===== src/ccpu_pkg.sv =====
// Functional notes
// - decode 4-bit mode: zero disables and resets, codes pick capture/compare, 11xx is pwm
// - capture copies timer-one count into value pair, sets flag, overwrites unread value
// - capture mode changes may set the flag; software masks enable and clears flag
// - capture prescaler counter cleared whenever unit is off or not capturing
// - switching between capture prescalers keeps the prescaler count
// - compare mode matches value pair with timer one; drive high, low or hold
// - every compare match sets the unit flag with the pin action
// - writing zero to control forces the compare output latch low
// - software-interrupt compare only sets the flag, pin level untouched
// - special event match resets timer one and starts a conversion
// - special event reset does not raise the timer-one overflow flag
// - pwm mode makes a waveform with up to 10-bit duty resolution
// - pwm period is (period+1) times 4 oscillator periods times timer-two prescale
// - at period end: clear timer two, set pin unless duty zero, load duty
// - timer-two postscaler plays no part in pwm period
// - duty is value low byte over control bits 5:4
// - duty writes take effect at period end; high byte read-only in pwm
// - duty double-buffered in value high byte plus 2-bit latch
// - pin cleared when buffered duty equals timer two plus phase or prescale bits
// - duty beyond period never clears the pin, giving full duty
// - writing zero to control forces the pwm output latch low
package ccpu_pkg;

    // register byte offsets
    localparam logic [7:0] CCPU_OFS_CONTROL    = 8'h00;
    localparam logic [7:0] CCPU_OFS_VALUE_LOW  = 8'h04;
    localparam logic [7:0] CCPU_OFS_VALUE_HIGH = 8'h08;
    localparam logic [7:0] CCPU_OFS_STATUS     = 8'h0C;

    // field positions
    localparam int CCPU_MODE_LSB   = 0;
    localparam int CCPU_MODE_MSB   = 3;
    localparam int CCPU_DUTY_LSB   = 4;
    localparam int CCPU_DUTY_MSB   = 5;
    localparam int CCPU_FLAG_BIT   = 0;
    localparam int CCPU_ENABLE_BIT = 1;
    localparam int CCPU_PIN_BIT    = 2;

    // mode codes
    localparam logic [3:0] CCPU_MODE_OFF      = 4'h0;
    localparam logic [3:0] CCPU_MODE_CAP_FALL = 4'h4;
    localparam logic [3:0] CCPU_MODE_CAP_RISE = 4'h5;
    localparam logic [3:0] CCPU_MODE_CAP_DIV4 = 4'h6;
    localparam logic [3:0] CCPU_MODE_CAP_DIV16 = 4'h7;
    localparam logic [3:0] CCPU_MODE_CMP_SET  = 4'h8;
    localparam logic [3:0] CCPU_MODE_CMP_CLR  = 4'h9;
    localparam logic [3:0] CCPU_MODE_CMP_SWI  = 4'hA;
    localparam logic [3:0] CCPU_MODE_CMP_SPECIAL = 4'hB;
    localparam logic [1:0] CCPU_CLASS_CAPTURE = 2'h1;
    localparam logic [1:0] CCPU_CLASS_COMPARE = 2'h2;
    localparam logic [1:0] CCPU_CLASS_PWM     = 2'h3;

    // prescaler terminal counts and timer-two prescale select for 1:1
    localparam logic [3:0] CCPU_DIV4_LAST      = 4'h3;
    localparam logic [3:0] CCPU_DIV16_LAST     = 4'hF;
    localparam logic [1:0] CCPU_T2_PRESCALE_ONE = 2'h0;
    localparam logic [1:0] CCPU_PHASE_LAST     = 2'h3;  // four oscillator periods per timer-two step

    typedef struct packed {
        logic [3:0]  mode;
        logic [1:0]  duty_low;
        logic [7:0]  value_low;
        logic [7:0]  value_high;
        logic        irq_flag;
        logic        irq_enable;
        logic [1:0]  duty_latch;
        logic [3:0]  presc;
        logic        pin_prev;
        logic        match_prev;
        logic        out_latch;
        logic        pin_oe_n;
        logic [1:0]  phase;
        logic        t1_reset;
        logic        adc_start;
        logic        t2_clear;
        logic        pready;
        logic [31:0] prdata;
        logic        pslverr;
    } ccpu_state_type;

    localparam ccpu_state_type CCPU_STATE_RESET = '{pin_oe_n: 1'b1, default: '0};

    // mode class decode
    function automatic logic ccpu_is_capture(input logic [3:0] mode);
        return mode[3:2] == CCPU_CLASS_CAPTURE;
    endfunction : ccpu_is_capture

    function automatic logic ccpu_is_compare(input logic [3:0] mode);
        return mode[3:2] == CCPU_CLASS_COMPARE;
    endfunction : ccpu_is_compare

    function automatic logic ccpu_is_pwm(input logic [3:0] mode);
        return mode[3:2] == CCPU_CLASS_PWM;
    endfunction : ccpu_is_pwm

endpackage : ccpu_pkg

===== src/ccpu_capture_compare_pwm_unit.sv =====
module ccpu_capture_compare_pwm_unit (
    input  wire logic        ref_clk_i,
    input  wire logic        reset_n_i,
    input  wire logic        psel_i,
    input  wire logic        penable_i,
    input  wire logic        pwrite_i,
    input  wire logic [7:0]  paddr_i,
    input  wire logic [31:0] pwdata_i,
    output logic             pready_o,
    output logic [31:0]      prdata_o,
    output logic             pslverr_o,
    input  wire logic        unit_pin_i,
    output logic             unit_pin_o,
    output logic             unit_pin_oe_n_o,
    input  wire logic [15:0] timer_one_count_i,
    output logic             timer_one_reset_o,
    output logic             adc_start_o,
    input  wire logic [7:0]  timer_two_count_i,
    input  wire logic        timer_two_inc_i,
    input  wire logic [1:0]  timer_two_prescale_sel_i,
    input  wire logic [1:0]  timer_two_prescale_bits_i,
    input  wire logic [7:0]  period_match_reg_i,
    output logic             timer_two_clear_o,
    output logic             unit_irq_flag_o
);
    import ccpu_pkg::*;

    ccpu_state_type s_q;
    ccpu_state_type s_d;

    logic        apb_access;
    logic        apb_fire;
    logic        addr_ok;
    logic        wr_control;
    logic        wr_value_low;
    logic        wr_value_high;
    logic        wr_status;
    logic        pin_rise;
    logic        pin_fall;
    logic        cap_evt;
    logic        cmp_match;
    logic        cmp_evt;
    logic        pwm_on;
    logic        pwm_boundary;
    logic [1:0]  duty_ext;
    logic [9:0]  duty_buffered;
    logic [9:0]  pwm_pos;
    logic        pwm_hit;
    logic [31:0] rd_value;

    // apb decode; access phase takes two cycles, the second one completes
    always_comb begin
        apb_access    = psel_i & penable_i;
        apb_fire      = apb_access & s_q.pready;
        addr_ok       = (paddr_i == CCPU_OFS_CONTROL) | (paddr_i == CCPU_OFS_VALUE_LOW) |
                        (paddr_i == CCPU_OFS_VALUE_HIGH) | (paddr_i == CCPU_OFS_STATUS);
        wr_control    = apb_fire & pwrite_i & (paddr_i == CCPU_OFS_CONTROL);
        wr_value_low  = apb_fire & pwrite_i & (paddr_i == CCPU_OFS_VALUE_LOW);
        wr_value_high = apb_fire & pwrite_i & (paddr_i == CCPU_OFS_VALUE_HIGH);
        wr_status     = apb_fire & pwrite_i & (paddr_i == CCPU_OFS_STATUS);
        case (paddr_i)
            CCPU_OFS_CONTROL:    rd_value = {24'h000000, 2'h0, s_q.duty_low, s_q.mode};
            CCPU_OFS_VALUE_LOW:  rd_value = {24'h000000, s_q.value_low};
            CCPU_OFS_VALUE_HIGH: rd_value = {24'h000000, s_q.value_high};
            CCPU_OFS_STATUS:     rd_value = {29'h00000000, s_q.out_latch, s_q.irq_enable, s_q.irq_flag};
            default:             rd_value = 32'h00000000;
        endcase
    end

    // capture edge selection through the edge prescaler
    always_comb begin
        pin_rise = unit_pin_i & ~s_q.pin_prev;
        pin_fall = ~unit_pin_i & s_q.pin_prev;
        case (s_q.mode)
            CCPU_MODE_CAP_FALL:  cap_evt = pin_fall;
            CCPU_MODE_CAP_RISE:  cap_evt = pin_rise;
            CCPU_MODE_CAP_DIV4:  cap_evt = pin_rise & (s_q.presc == CCPU_DIV4_LAST);
            CCPU_MODE_CAP_DIV16: cap_evt = pin_rise & (s_q.presc == CCPU_DIV16_LAST);
            default:             cap_evt = 1'b0;
        endcase
    end

    // compare match acts once, on entry into equality
    always_comb begin
        cmp_match = {s_q.value_high, s_q.value_low} == timer_one_count_i;
        cmp_evt   = ccpu_is_compare(s_q.mode) & cmp_match & ~s_q.match_prev;
    end

    // pwm time base: timer two extended by phase or prescaler bits
    always_comb begin
        pwm_on        = ccpu_is_pwm(s_q.mode);
        duty_ext      = (timer_two_prescale_sel_i == CCPU_T2_PRESCALE_ONE) ?
                        s_q.phase : timer_two_prescale_bits_i;
        duty_buffered = {s_q.value_high, s_q.duty_latch};
        pwm_boundary  = pwm_on & timer_two_inc_i &
                        (timer_two_count_i == period_match_reg_i);
        // latch is registered: at 1:1 look one position ahead so the pin falls as the count reaches the duty
        pwm_pos       = {timer_two_count_i, duty_ext};
        pwm_hit       = (timer_two_prescale_sel_i == CCPU_T2_PRESCALE_ONE) ?
                        (10'(pwm_pos + 10'h001) == duty_buffered) : (pwm_pos == duty_buffered);
    end

    // next-state logic for the whole unit
    always_comb begin
        s_d            = s_q;
        s_d.pin_prev   = unit_pin_i;
        s_d.match_prev = cmp_match;
        s_d.t1_reset   = 1'b0;
        s_d.adc_start  = 1'b0;
        s_d.t2_clear   = 1'b0;

        // bus answer: first access cycle loads data, second completes
        if (apb_fire) begin
            s_d.pready  = 1'b0;
            s_d.pslverr = 1'b0;
        end else if (apb_access) begin
            s_d.pready  = 1'b1;
            s_d.prdata  = pwrite_i ? 32'h00000000 : rd_value;
            s_d.pslverr = ~addr_ok;
        end

        // software writes
        if (wr_control) begin
            s_d.mode     = pwdata_i[CCPU_MODE_MSB:CCPU_MODE_LSB];
            s_d.duty_low = pwdata_i[CCPU_DUTY_MSB:CCPU_DUTY_LSB];
        end
        if (wr_value_low) begin
            s_d.value_low = pwdata_i[7:0];
        end
        if (wr_value_high & ~pwm_on) begin
            s_d.value_high = pwdata_i[7:0];
        end
        if (wr_status) begin
            s_d.irq_enable = pwdata_i[CCPU_ENABLE_BIT];
            if (pwdata_i[CCPU_FLAG_BIT]) begin
                s_d.irq_flag = 1'b0;
            end
        end

        // capture: prescaler counts rising edges, survives prescaler switches
        if (ccpu_is_capture(s_q.mode)) begin
            if ((s_q.mode == CCPU_MODE_CAP_DIV4) | (s_q.mode == CCPU_MODE_CAP_DIV16)) begin
                if (cap_evt) begin
                    s_d.presc = 4'h0;
                end else if (pin_rise) begin
                    s_d.presc = 4'(s_q.presc + 4'h1);
                end
            end
            if (cap_evt) begin
                s_d.value_low  = timer_one_count_i[7:0];
                s_d.value_high = timer_one_count_i[15:8];
            end
        end else begin
            s_d.presc = 4'h0;
        end

        // compare actions on a fresh match
        if (cmp_evt) begin
            case (s_q.mode)
                CCPU_MODE_CMP_SET: s_d.out_latch = 1'b1;
                CCPU_MODE_CMP_CLR: s_d.out_latch = 1'b0;
                CCPU_MODE_CMP_SPECIAL: begin
                    s_d.t1_reset  = 1'b1;
                    s_d.adc_start = 1'b1;
                end
                default: s_d.out_latch = s_q.out_latch;
            endcase
        end

        // pwm: period end reloads the duty, duty match clears the pin
        if (pwm_on) begin
            s_d.phase = timer_two_inc_i ? 2'h0 : 2'(s_q.phase + 2'h1);
            if (pwm_boundary) begin
                s_d.t2_clear   = 1'b1;
                s_d.value_high = s_q.value_low;
                s_d.duty_latch = s_q.duty_low;
                s_d.out_latch  = {s_q.value_low, s_q.duty_low} != 10'h000;
            end else if (pwm_hit) begin
                s_d.out_latch = 1'b0;
            end
        end else begin
            s_d.phase = 2'h0;
        end

        // mode off resets the unit's latches
        if (s_q.mode == CCPU_MODE_OFF) begin
            s_d.duty_latch = 2'h0;
            s_d.out_latch  = 1'b0;
        end
        if (wr_control & (pwdata_i[7:0] == 8'h00)) begin
            s_d.out_latch = 1'b0;
        end

        // flag: hardware set wins over software clear
        if (cap_evt | cmp_evt) begin
            s_d.irq_flag = 1'b1;
        end

        // pin ownership follows the mode being entered
        s_d.pin_oe_n = ~(ccpu_is_compare(s_d.mode) | ccpu_is_pwm(s_d.mode));
    end

    // state register
    always_ff @(posedge ref_clk_i or negedge reset_n_i) begin
        if (!reset_n_i) begin
            s_q <= CCPU_STATE_RESET;
        end else begin
            s_q <= s_d;
        end
    end

    // outputs straight from the state register
    assign pready_o          = s_q.pready;
    assign prdata_o          = s_q.prdata;
    assign pslverr_o         = s_q.pslverr;
    assign unit_pin_o        = s_q.out_latch;
    assign unit_pin_oe_n_o   = s_q.pin_oe_n;
    assign timer_one_reset_o = s_q.t1_reset;
    assign adc_start_o       = s_q.adc_start;
    assign timer_two_clear_o = s_q.t2_clear;
    assign unit_irq_flag_o   = s_q.irq_flag;

    // checks on the unit's own behaviour
    // capture copies the timer and raises the flag
    property p_capture_copies;
        @(posedge ref_clk_i) disable iff (!reset_n_i)
        cap_evt |=> ({s_q.value_high, s_q.value_low} == $past(timer_one_count_i)) && s_q.irq_flag;
    endproperty
    a_capture_copies: assert property (p_capture_copies)
        else $error("capture did not copy timer one or set flag");

    // prescaler idles at zero outside capture
    property p_presc_cleared;
        @(posedge ref_clk_i) disable iff (!reset_n_i)
        !ccpu_is_capture(s_q.mode) |=> s_q.presc == 4'h0;
    endproperty
    a_presc_cleared: assert property (p_presc_cleared)
        else $error("prescaler not cleared outside capture");

    // divide-by-4 to divide-by-16 switch keeps the count
    property p_presc_kept;
        @(posedge ref_clk_i) disable iff (!reset_n_i)
        (s_q.mode == CCPU_MODE_CAP_DIV4) && !pin_rise ##1 (s_q.mode == CCPU_MODE_CAP_DIV16)
        |-> s_q.presc == $past(s_q.presc);
    endproperty
    a_presc_kept: assert property (p_presc_kept)
        else $error("prescaler count lost on prescaler switch");

    // compare set drives the pin high
    property p_cmp_set;
        @(posedge ref_clk_i) disable iff (!reset_n_i)
        cmp_evt && (s_q.mode == CCPU_MODE_CMP_SET) && !wr_control |=> unit_pin_o && unit_irq_flag_o;
    endproperty
    a_cmp_set: assert property (p_cmp_set)
        else $error("compare set did not drive pin high with flag");

    // compare clear drives the pin low
    property p_cmp_clr;
        @(posedge ref_clk_i) disable iff (!reset_n_i)
        cmp_evt && (s_q.mode == CCPU_MODE_CMP_CLR) |=> !unit_pin_o && unit_irq_flag_o;
    endproperty
    a_cmp_clr: assert property (p_cmp_clr)
        else $error("compare clear did not drive pin low with flag");

    // software-interrupt compare leaves the pin alone
    property p_swi_pin;
        @(posedge ref_clk_i) disable iff (!reset_n_i)
        cmp_evt && (s_q.mode == CCPU_MODE_CMP_SWI) && !wr_control |=> $stable(unit_pin_o) && unit_irq_flag_o;
    endproperty
    a_swi_pin: assert property (p_swi_pin)
        else $error("software interrupt compare moved the pin");

    // special event gives one reset and conversion pulse
    property p_special;
        @(posedge ref_clk_i) disable iff (!reset_n_i)
        cmp_evt && (s_q.mode == CCPU_MODE_CMP_SPECIAL) |=> timer_one_reset_o && adc_start_o ##1 !timer_one_reset_o;
    endproperty
    a_special: assert property (p_special)
        else $error("special event trigger pulse wrong");

    // zero control write drops the output latch and the pin driver
    property p_zero_control;
        @(posedge ref_clk_i) disable iff (!reset_n_i)
        wr_control && (pwdata_i[7:0] == 8'h00) |=> !unit_pin_o ##1 unit_pin_oe_n_o;
    endproperty
    a_zero_control: assert property (p_zero_control)
        else $error("zero control write left output latch high");

    // period end reloads the duty and sets the pin unless the new duty is zero
    property p_boundary;
        @(posedge ref_clk_i) disable iff (!reset_n_i)
        pwm_boundary |=> timer_two_clear_o && (duty_buffered == $past({s_q.value_low, s_q.duty_low}))
                         && (unit_pin_o == ($past({s_q.value_low, s_q.duty_low}) != 10'h000));
    endproperty
    a_boundary: assert property (p_boundary)
        else $error("period boundary did not reload duty");

    // high byte ignores software in pwm
    property p_high_readonly;
        @(posedge ref_clk_i) disable iff (!reset_n_i)
        wr_value_high && pwm_on && !pwm_boundary |=> $stable(s_q.value_high);
    endproperty
    a_high_readonly: assert property (p_high_readonly)
        else $error("value high byte written in pwm mode");

    // pin left to the port outside compare and pwm
    property p_pin_owner;
        @(posedge ref_clk_i) disable iff (!reset_n_i)
        ccpu_is_capture(s_q.mode) || (s_q.mode == CCPU_MODE_OFF) |-> unit_pin_oe_n_o;
    endproperty
    a_pin_owner: assert property (p_pin_owner)
        else $error("pin driven outside compare or pwm");

    // bus answers after exactly one wait state
    property p_apb_answer;
        @(posedge ref_clk_i) disable iff (!reset_n_i)
        psel_i && penable_i && !pready_o |=> pready_o;
    endproperty
    a_apb_answer: assert property (p_apb_answer)
        else $error("apb answer not given after one wait cycle");

    // a software clear sticks when no event sets the flag in the same cycle
    property p_flag_clear;
        @(posedge ref_clk_i) disable iff (!reset_n_i)
        wr_status && pwdata_i[CCPU_FLAG_BIT] && !cap_evt && !cmp_evt |=> !unit_irq_flag_o;
    endproperty
    a_flag_clear: assert property (p_flag_clear)
        else $error("status write did not clear the unit flag");

    // mode off holds the output and duty latches low
    property p_mode_off;
        @(posedge ref_clk_i) disable iff (!reset_n_i)
        s_q.mode == CCPU_MODE_OFF |=> !unit_pin_o && (s_q.duty_latch == 2'h0);
    endproperty
    a_mode_off: assert property (p_mode_off)
        else $error("mode off left a latch set");

    // the duty position match clears the pin
    property p_pwm_clear;
        @(posedge ref_clk_i) disable iff (!reset_n_i)
        pwm_on && pwm_hit && !pwm_boundary |=> !unit_pin_o;
    endproperty
    a_pwm_clear: assert property (p_pwm_clear)
        else $error("duty match did not clear the pin");

    // a duty beyond the period keeps the pin high
    property p_pwm_full;
        @(posedge ref_clk_i) disable iff (!reset_n_i)
        pwm_on && unit_pin_o && !wr_control && !pwm_boundary && (duty_buffered > {period_match_reg_i, 2'h3})
        |=> unit_pin_o;
    endproperty
    a_pwm_full: assert property (p_pwm_full)
        else $error("pin cleared with duty beyond the period");

    // buffered duty only moves at a period boundary
    property p_duty_hold;
        @(posedge ref_clk_i) disable iff (!reset_n_i)
        pwm_on && !pwm_boundary |=> $stable(duty_buffered);
    endproperty
    a_duty_hold: assert property (p_duty_hold)
        else $error("buffered duty changed inside a period");

    c_capture: cover property (@(posedge ref_clk_i) disable iff (!reset_n_i)
        cap_evt && (s_q.mode == CCPU_MODE_CAP_DIV16));
    c_special: cover property (@(posedge ref_clk_i) disable iff (!reset_n_i)
        cmp_evt && (s_q.mode == CCPU_MODE_CMP_SPECIAL));
    c_pwm_cycle: cover property (@(posedge ref_clk_i) disable iff (!reset_n_i)
        pwm_boundary ##[1:1000] (pwm_on && !unit_pin_o));
    c_apb_error: cover property (@(posedge ref_clk_i) disable iff (!reset_n_i)
        pready_o && pslverr_o);

endmodule : ccpu_capture_compare_pwm_unit


===== config.mk =====
export PLATFORM = sky130hd
export DESIGN_NAME = ccpu_capture_compare_pwm_unit
export DESIGN_NICKNAME = d
export VERILOG_FILES = /design/src/ccpu_pkg.sv /design/src/ccpu_capture_compare_pwm_unit.sv
export SDC_FILE = /design/constraint.sdc
export NUM_CORES = 1
export LEC_CHECK = 0
export BUFFER_PORTS_ARGS = -buffer_cell sky130_fd_sc_hd__clkbuf_2
export CAP_MARGIN = 20
export CORE_ASPECT_RATIO = 2
export CORE_UTILIZATION = 25
export DETAILED_ROUTE_END_ITERATION = 10
export PLACE_DENSITY_LB_ADDON = 0.15
export SLEW_MARGIN = 20
export SYNTH_ARGS = -nofsm -noshare
export SYNTH_HDL_FRONTEND = slang
export SYNTH_SLANG_ARGS = --single-unit
export TNS_END_PERCENT = 10

===== constraint.sdc =====
create_clock -name ref_clk_i -period 1.8 [get_ports ref_clk_i]
set_input_delay 0.27 -clock ref_clk_i [delete_from_list [all_inputs] [get_ports ref_clk_i]]
set_output_delay 0.27 -clock ref_clk_i [all_outputs]
set_load 0.01 [all_outputs]

-- Yosys cells after proc, flatten, opt, wreduce, memory -nomap -nowiden
Cells that the tools add are included.
- word-level logic and storage cells: 128
- output and inout bits: 40
- memories kept: 0
- memory bits (writable): 0
- bits in latches: 0
- bits in read-only memories: 0
- flip-flop bits (word level): 73
- bits of input ports: 83
- reductions and logical operators: 14
- div/mod/pow operators: 0
- shift operators: 0
- bitwise logic cells: 30
- mux-type cells: 38
- $lt $le $gt $ge: 0
- equal/unequal tests: 23
- multipliers: 0
- add/subtract/negate cells: 3
- operators by type and width (kind ; count):
    2-to-1 mux 34 bit ; 1
    2-to-1 mux 16 bit ; 2
    2-to-1 mux 32 bit ; 1
    2-to-1 mux 8 bit ; 4
    one-hot mux 8 bit (4 select lines) ; 1
    equality test 10 bit ; 2
    2-to-1 mux 2 bit ; 9
    AND 1 bit ; 17
    equality test 16 bit ; 1
    equality test 4 x 3 -> 1 bit (second input constant) ; 4
    equality test 4 bit (second input constant) ; 4
    equality test 8 x 4 -> 1 bit (second input constant) ; 2
    zero test 8 bit ; 2
    2-to-1 mux 4 bit ; 4
    2-to-1 mux 1 bit ; 13
    adder 10 x 1 -> 10 bit (second input constant) ; 1
    nonzero test 10 bit ; 1
    nonzero test 2 bit ; 5
    equality test 2 bit (second input constant) ; 4
    equality test 8 x 3 -> 1 bit (second input constant) ; 1
    equality test 8 bit ; 1
    AND reduction 2 bit ; 4
    inverter 1 bit ; 7
    2-to-1 mux 6 bit ; 1
    11 further kinds ; 16

-- Logic depth before layout (Yosys ltp)
- depth in word-level cells: 10
- depth in mapped cells: 9
- mapped depth without buffers: 9

-- Least setup slack after synthesis
Ideal clock, no wire load.
- path type: input-to-reg
- from: input timer_two_prescale_sel_i[1]
- to: register s_q (netlist bit unit_pin_o)
- setup slack: -0.456 ns
- setup time: 0.137 ns
- arrival time: 2.118 ns
- buffers on the path: 0
- stages on the path: 8
- data required time: 1.663 ns
- cell sequence: nor2_1 > mux2_2 > ha_1 > nand4_1 > nor2_1 > or4_1 > nor4_1 > a31oi_1
- RTL lines (element ; line ; text):
    start: declaration ; ccpu_capture_compare_pwm_unit.sv:20 ; input wire logic [1:0] timer_two_prescale_sel_i,
    end signal: assignment ; ccpu_capture_compare_pwm_unit.sv:206 ; s_q <= CCPU_STATE_RESET;
    end signal: assignment ; ccpu_capture_compare_pwm_unit.sv:208 ; s_q <= s_d;
    end: declaration ; ccpu_capture_compare_pwm_unit.sv:28 ; ccpu_state_type s_q;

==> summary.txt <==
Finish
  – Fillcell total: 1355
  – Post-route cell area: ~0.0044 sq mm
  – Area delta synth->final: 31.23%
  – Final non-filler cell total: between 600 and 700
  – Final nets: 566
  – Final Core Density: 33.80%
  – Share of cells above drive strength 1: 35.27%
  – ANT cells: 0

Clock network
  – Clk Tree Root Cell: clkbuf_16
  – CTS tree: built
  – Post CTS Setup Buffer Count: 0
  – Worst-Skew Late Latency: 0.29 ns
  – CTS sink cnt: 48
  – Clock buffer depth: 2
  – Clk pin slew, worst setup/hold paths: 0.06 ns
  – Num CTS Buffers: 5
  – # H-tree levels: 2

Setup path
  – CP peak stage delay: a little under 0.5 ns
  – CP required: 1.96 ns
  – Critical path, cell by cell: mux2_4 > ha_4 > nand2_2 > xnor2_1 > or4_1 > nor4_2 > a31oi_1
  – RR Startpoint: s_q[38]$_DFF_PN0_
  – Reg2Reg Depth: 7
  – Critical Path Fanout Max: 3
  – Element type at the critical path start: flop
  – Critical path data arrival time: 1.99 ns
  – Origin of the worst setup path: s_q[38]$_DFF_PN0_
  – Crit path max-delay cell type: or4_1
  – Crit. End Element: flop
  – Crit Path Category: flop to flop

Routing
  – Vias per inst: about 4.7
  – DRC Markers: 18
  – Max Used Layer: met4
  – Via count: 2949
  – Initial drt markers: 73
  – Average wire per cell in the routed design: 16.62 um
  – Overall routed net length: 10540 um
  – Detail Route Antenna Nets: 0
  – Routed wl met2: a little over 6000 um
  – 1st-pass router iterations: 9
  – Met3 routed WL: 271 um
  – Met1 WL: 3808 um

Pwr
  – Sequential Power Share: around two fifths
  – Switch Pwr: around 0.73 mW
  – Clk pwr share: 39.8%
  – Total chip power: 2.728 mW
  – Int Power: 2.001 mW
  – Leak: between 2 and 2.5 nW
  – VDD IR-drop max: 0.0003507 V
  – PD cells: 617.6 mW/mm^2
  – Combinational share of power: around 18%
  – Sw frac: 26.66%

Global route
  – Overall routing resource usage: 15.56%
  – First-pass GRT wire length: 16190 um
  – Pin count of the biggest net entering global routing: 49
  – Vias in the first global route: 2977
  – Initial antenna violation count: 0
  – Global route overflow: 0

Worst hold path
  – Hold_sp: timer_two_inc_i
  – Hold path depth: 2
  – HP Class: input pin to flop

Floorplanning
  – Die Wd: between 80 and 90 um
  – Initial core utilization: 25.76%
  – Row cnt: 59
  – Die ar.: ~0.014 sq mm
  – Core ar.: 0.01307 sq mm
  – Die height: 166.1 um
  – I/O Pins: roughly 120

Synthesis
  – Post-synth EDFFs: 0
  – Mapped Cells: 369
  – Cell variety after synth: 52
  – Post-synth top flop: dfrtp_1
  – Synth area leader: dfrtp_1
  – Largest cells by area after synthesis: dfrtp_1 (35%), xnor2_1 (8.8%), buf_4 (7.6%), mux2i_1 (6.5%), nand2_1 (4.2%)
  – Area share of the largest cell type after synthesis: between 30% and 40%
  – Asr flop ratio synth: 100.0%
  – Synth Register Bits: 48
  – Yosys Warn Count: 0
  – Mapped Avg Cell Area: 9.121 sq um
  – Sequential fraction of the synthesis area: between 30% and 40%
  – Post-Syn Area: 0.003366 sq mm

Job
  – Max Cap Violations: 0

STA
  – Max frequency: about 0.55 GHz
  – Worst Tran Pin Value: 0.4946 ns
  – Final setup fails: 1
  – Period Utilization, post-route: 101.8%
  – Setup_tns: -0.03203 ns
  – Unrepaired setup endpoints after global routing: true
  – Final Skew: between 0.004 and 0.005 ns
  – Max-slew headroom: 66.73%
  – Hold Fails Final Rpt: 0
  – Fin crit period: 1.832 ns
  – Hold_ws: 0.1774 ns
  – Worst setup margin: -0.03203 ns
  – Final slew viol count: 0

Status
  – Failing checks: design-rule violations, negative setup slack
  – Outcome: finished with violations

Place
  – Post-Place Cells: 625
  – DP Area: 0.004188 sq mm
  – DP Worst Slack: -0.2592 ns
  – Port Buffer Count: 74
  – Placer Congestion: 0.8434
  – HPWL Detailed: 8699 um
-- power groups by stage --
stage	clock, mW	sequential (mW)	combinational (mW)
floorplan	0	1.17	0.267
global placement	0	1.16	0.497
detailed placement	0	1.16	0.501
CTS	1.11	1.14	0.505
global route	1.15	1.14	0.551
finish	1.09	1.14	0.502
-- kinds of logic after synthesis --
| logic type | after synthesis | synth area share [%] |
|---|---|---|
| DFF | 48 | 35.73 |
| and+or+nand+nor | 133 | 20.71 |
| xor gates and xnor gates | 39 | 10.15 |
| muxes | 33 | 11.23 |
| buffers and inverters | 54 | 10.15 |
| other | 1 | 0.1114 |
| AOI/OAI and AO/OA | 58 | 10.89 |
| adders and majority gates | 3 | 1.041 |
-- timing repair --
item                                    in CTS  in global routing
pin swaps                                    0                  1
hold endpoints to repair                    47                  0
endpoints found under the setup margin       9                  9
resized for setup                            4                  8
hold buffers                                 1                  0
-- sequential cells by signal (all words and copies together) (netlist names), named ones only --
signal	count
adc_start_o	1
duty_buffered	10
prdata_o	8
pready_o	1
pslverr_o	1
s_q	21
timer_two_clear_o	1
unit_irq_flag_o	1
unit_pin_o	1
unit_pin_oe_n_o	1
-- layout by cell type (no fill, tap or decap), drive strengths merged, types with 3 or more instances in the layout --
master	instances
o21ai	14
o31ai	6
or4	5
and2	8
inv	6
mux4	3
nand3	12
a21oi	18
nand4	10
nor3	9
buf	55
clkbuf	80
xor2	5
xnor2	34
or2	3
nor2	29
mux2i	22
dfrtp	47
o21bai	8
mux2	8
nor4	10
conb	24
nand2	39
-- worst max-delay path: cells and delay by family (launching register included) --
family / cells / cell delay, ns
AOI/OAI and AO/OA: 1 / 0.10
xor gates and xnor gates: 1 / 0.05
adders and majority gates: 1 / 0.18
DFF: 1 / 0.40
muxes: 1 / 0.28
and+or+nand+nor: 3 / 0.68
-- layout make-up --
class | instances | area [sq um] | area share [%]
inverter | 6 | 22.52 | 0.5099
clock inverter | 2 | 35.03 | 0.7932
sequential | 48 | 1202 | 27.22
multi-input combinational | 290 | 1994 | 45.16
clock buffer | 6 | 128.9 | 2.918
tap | 152 | 190.2 | 4.306
timing repair buffer | 130 | 843.3 | 19.09
-- path summary, 6_finish.rpt --
kind	endpoint	slack (ns)
setup / recovery	unit_pin_o$_DFF_PN0_	-0.03
hold / removal	s_q[38]$_DFF_PN0_	0.18
setup reg to reg	unit_pin_o$_DFF_PN0_	-0.03
hold reg to reg	prdata_o[5]$_DFFE_PN0P_	0.48
max in group asynchronous	unit_pin_oe_n_o$_DFF_PN1_	0.99
min in group asynchronous	duty_buffered[5]$_DFF_PN0_	0.50
-- per-layer routing --
layer,GRT usage (%),up-vias
li1,-,1465
met2,31.25,82
met1,14.85,1388
met4,8.171,0
met3,1.839,14
met5,0,-
-- synthesized netlist by cell type (all sizes together) (2+ instances only) --
cell / number
nor2b: 2
a22oi: 2
inv: 6
xor2: 5
mux4: 3
dfrtp: 47
o31ai: 6
nor3: 9
nand4: 10
clkbuf: 11
a21oi: 18
buf: 37
o21bai: 8
nor2: 29
mux2: 8
nor4: 10
mux2i: 22
nand2: 39
xnor2: 34
nand3: 12
or2: 3
ha: 2
or4: 5
o21ai: 14
and2: 8
(Power assumes the default switching activity.)
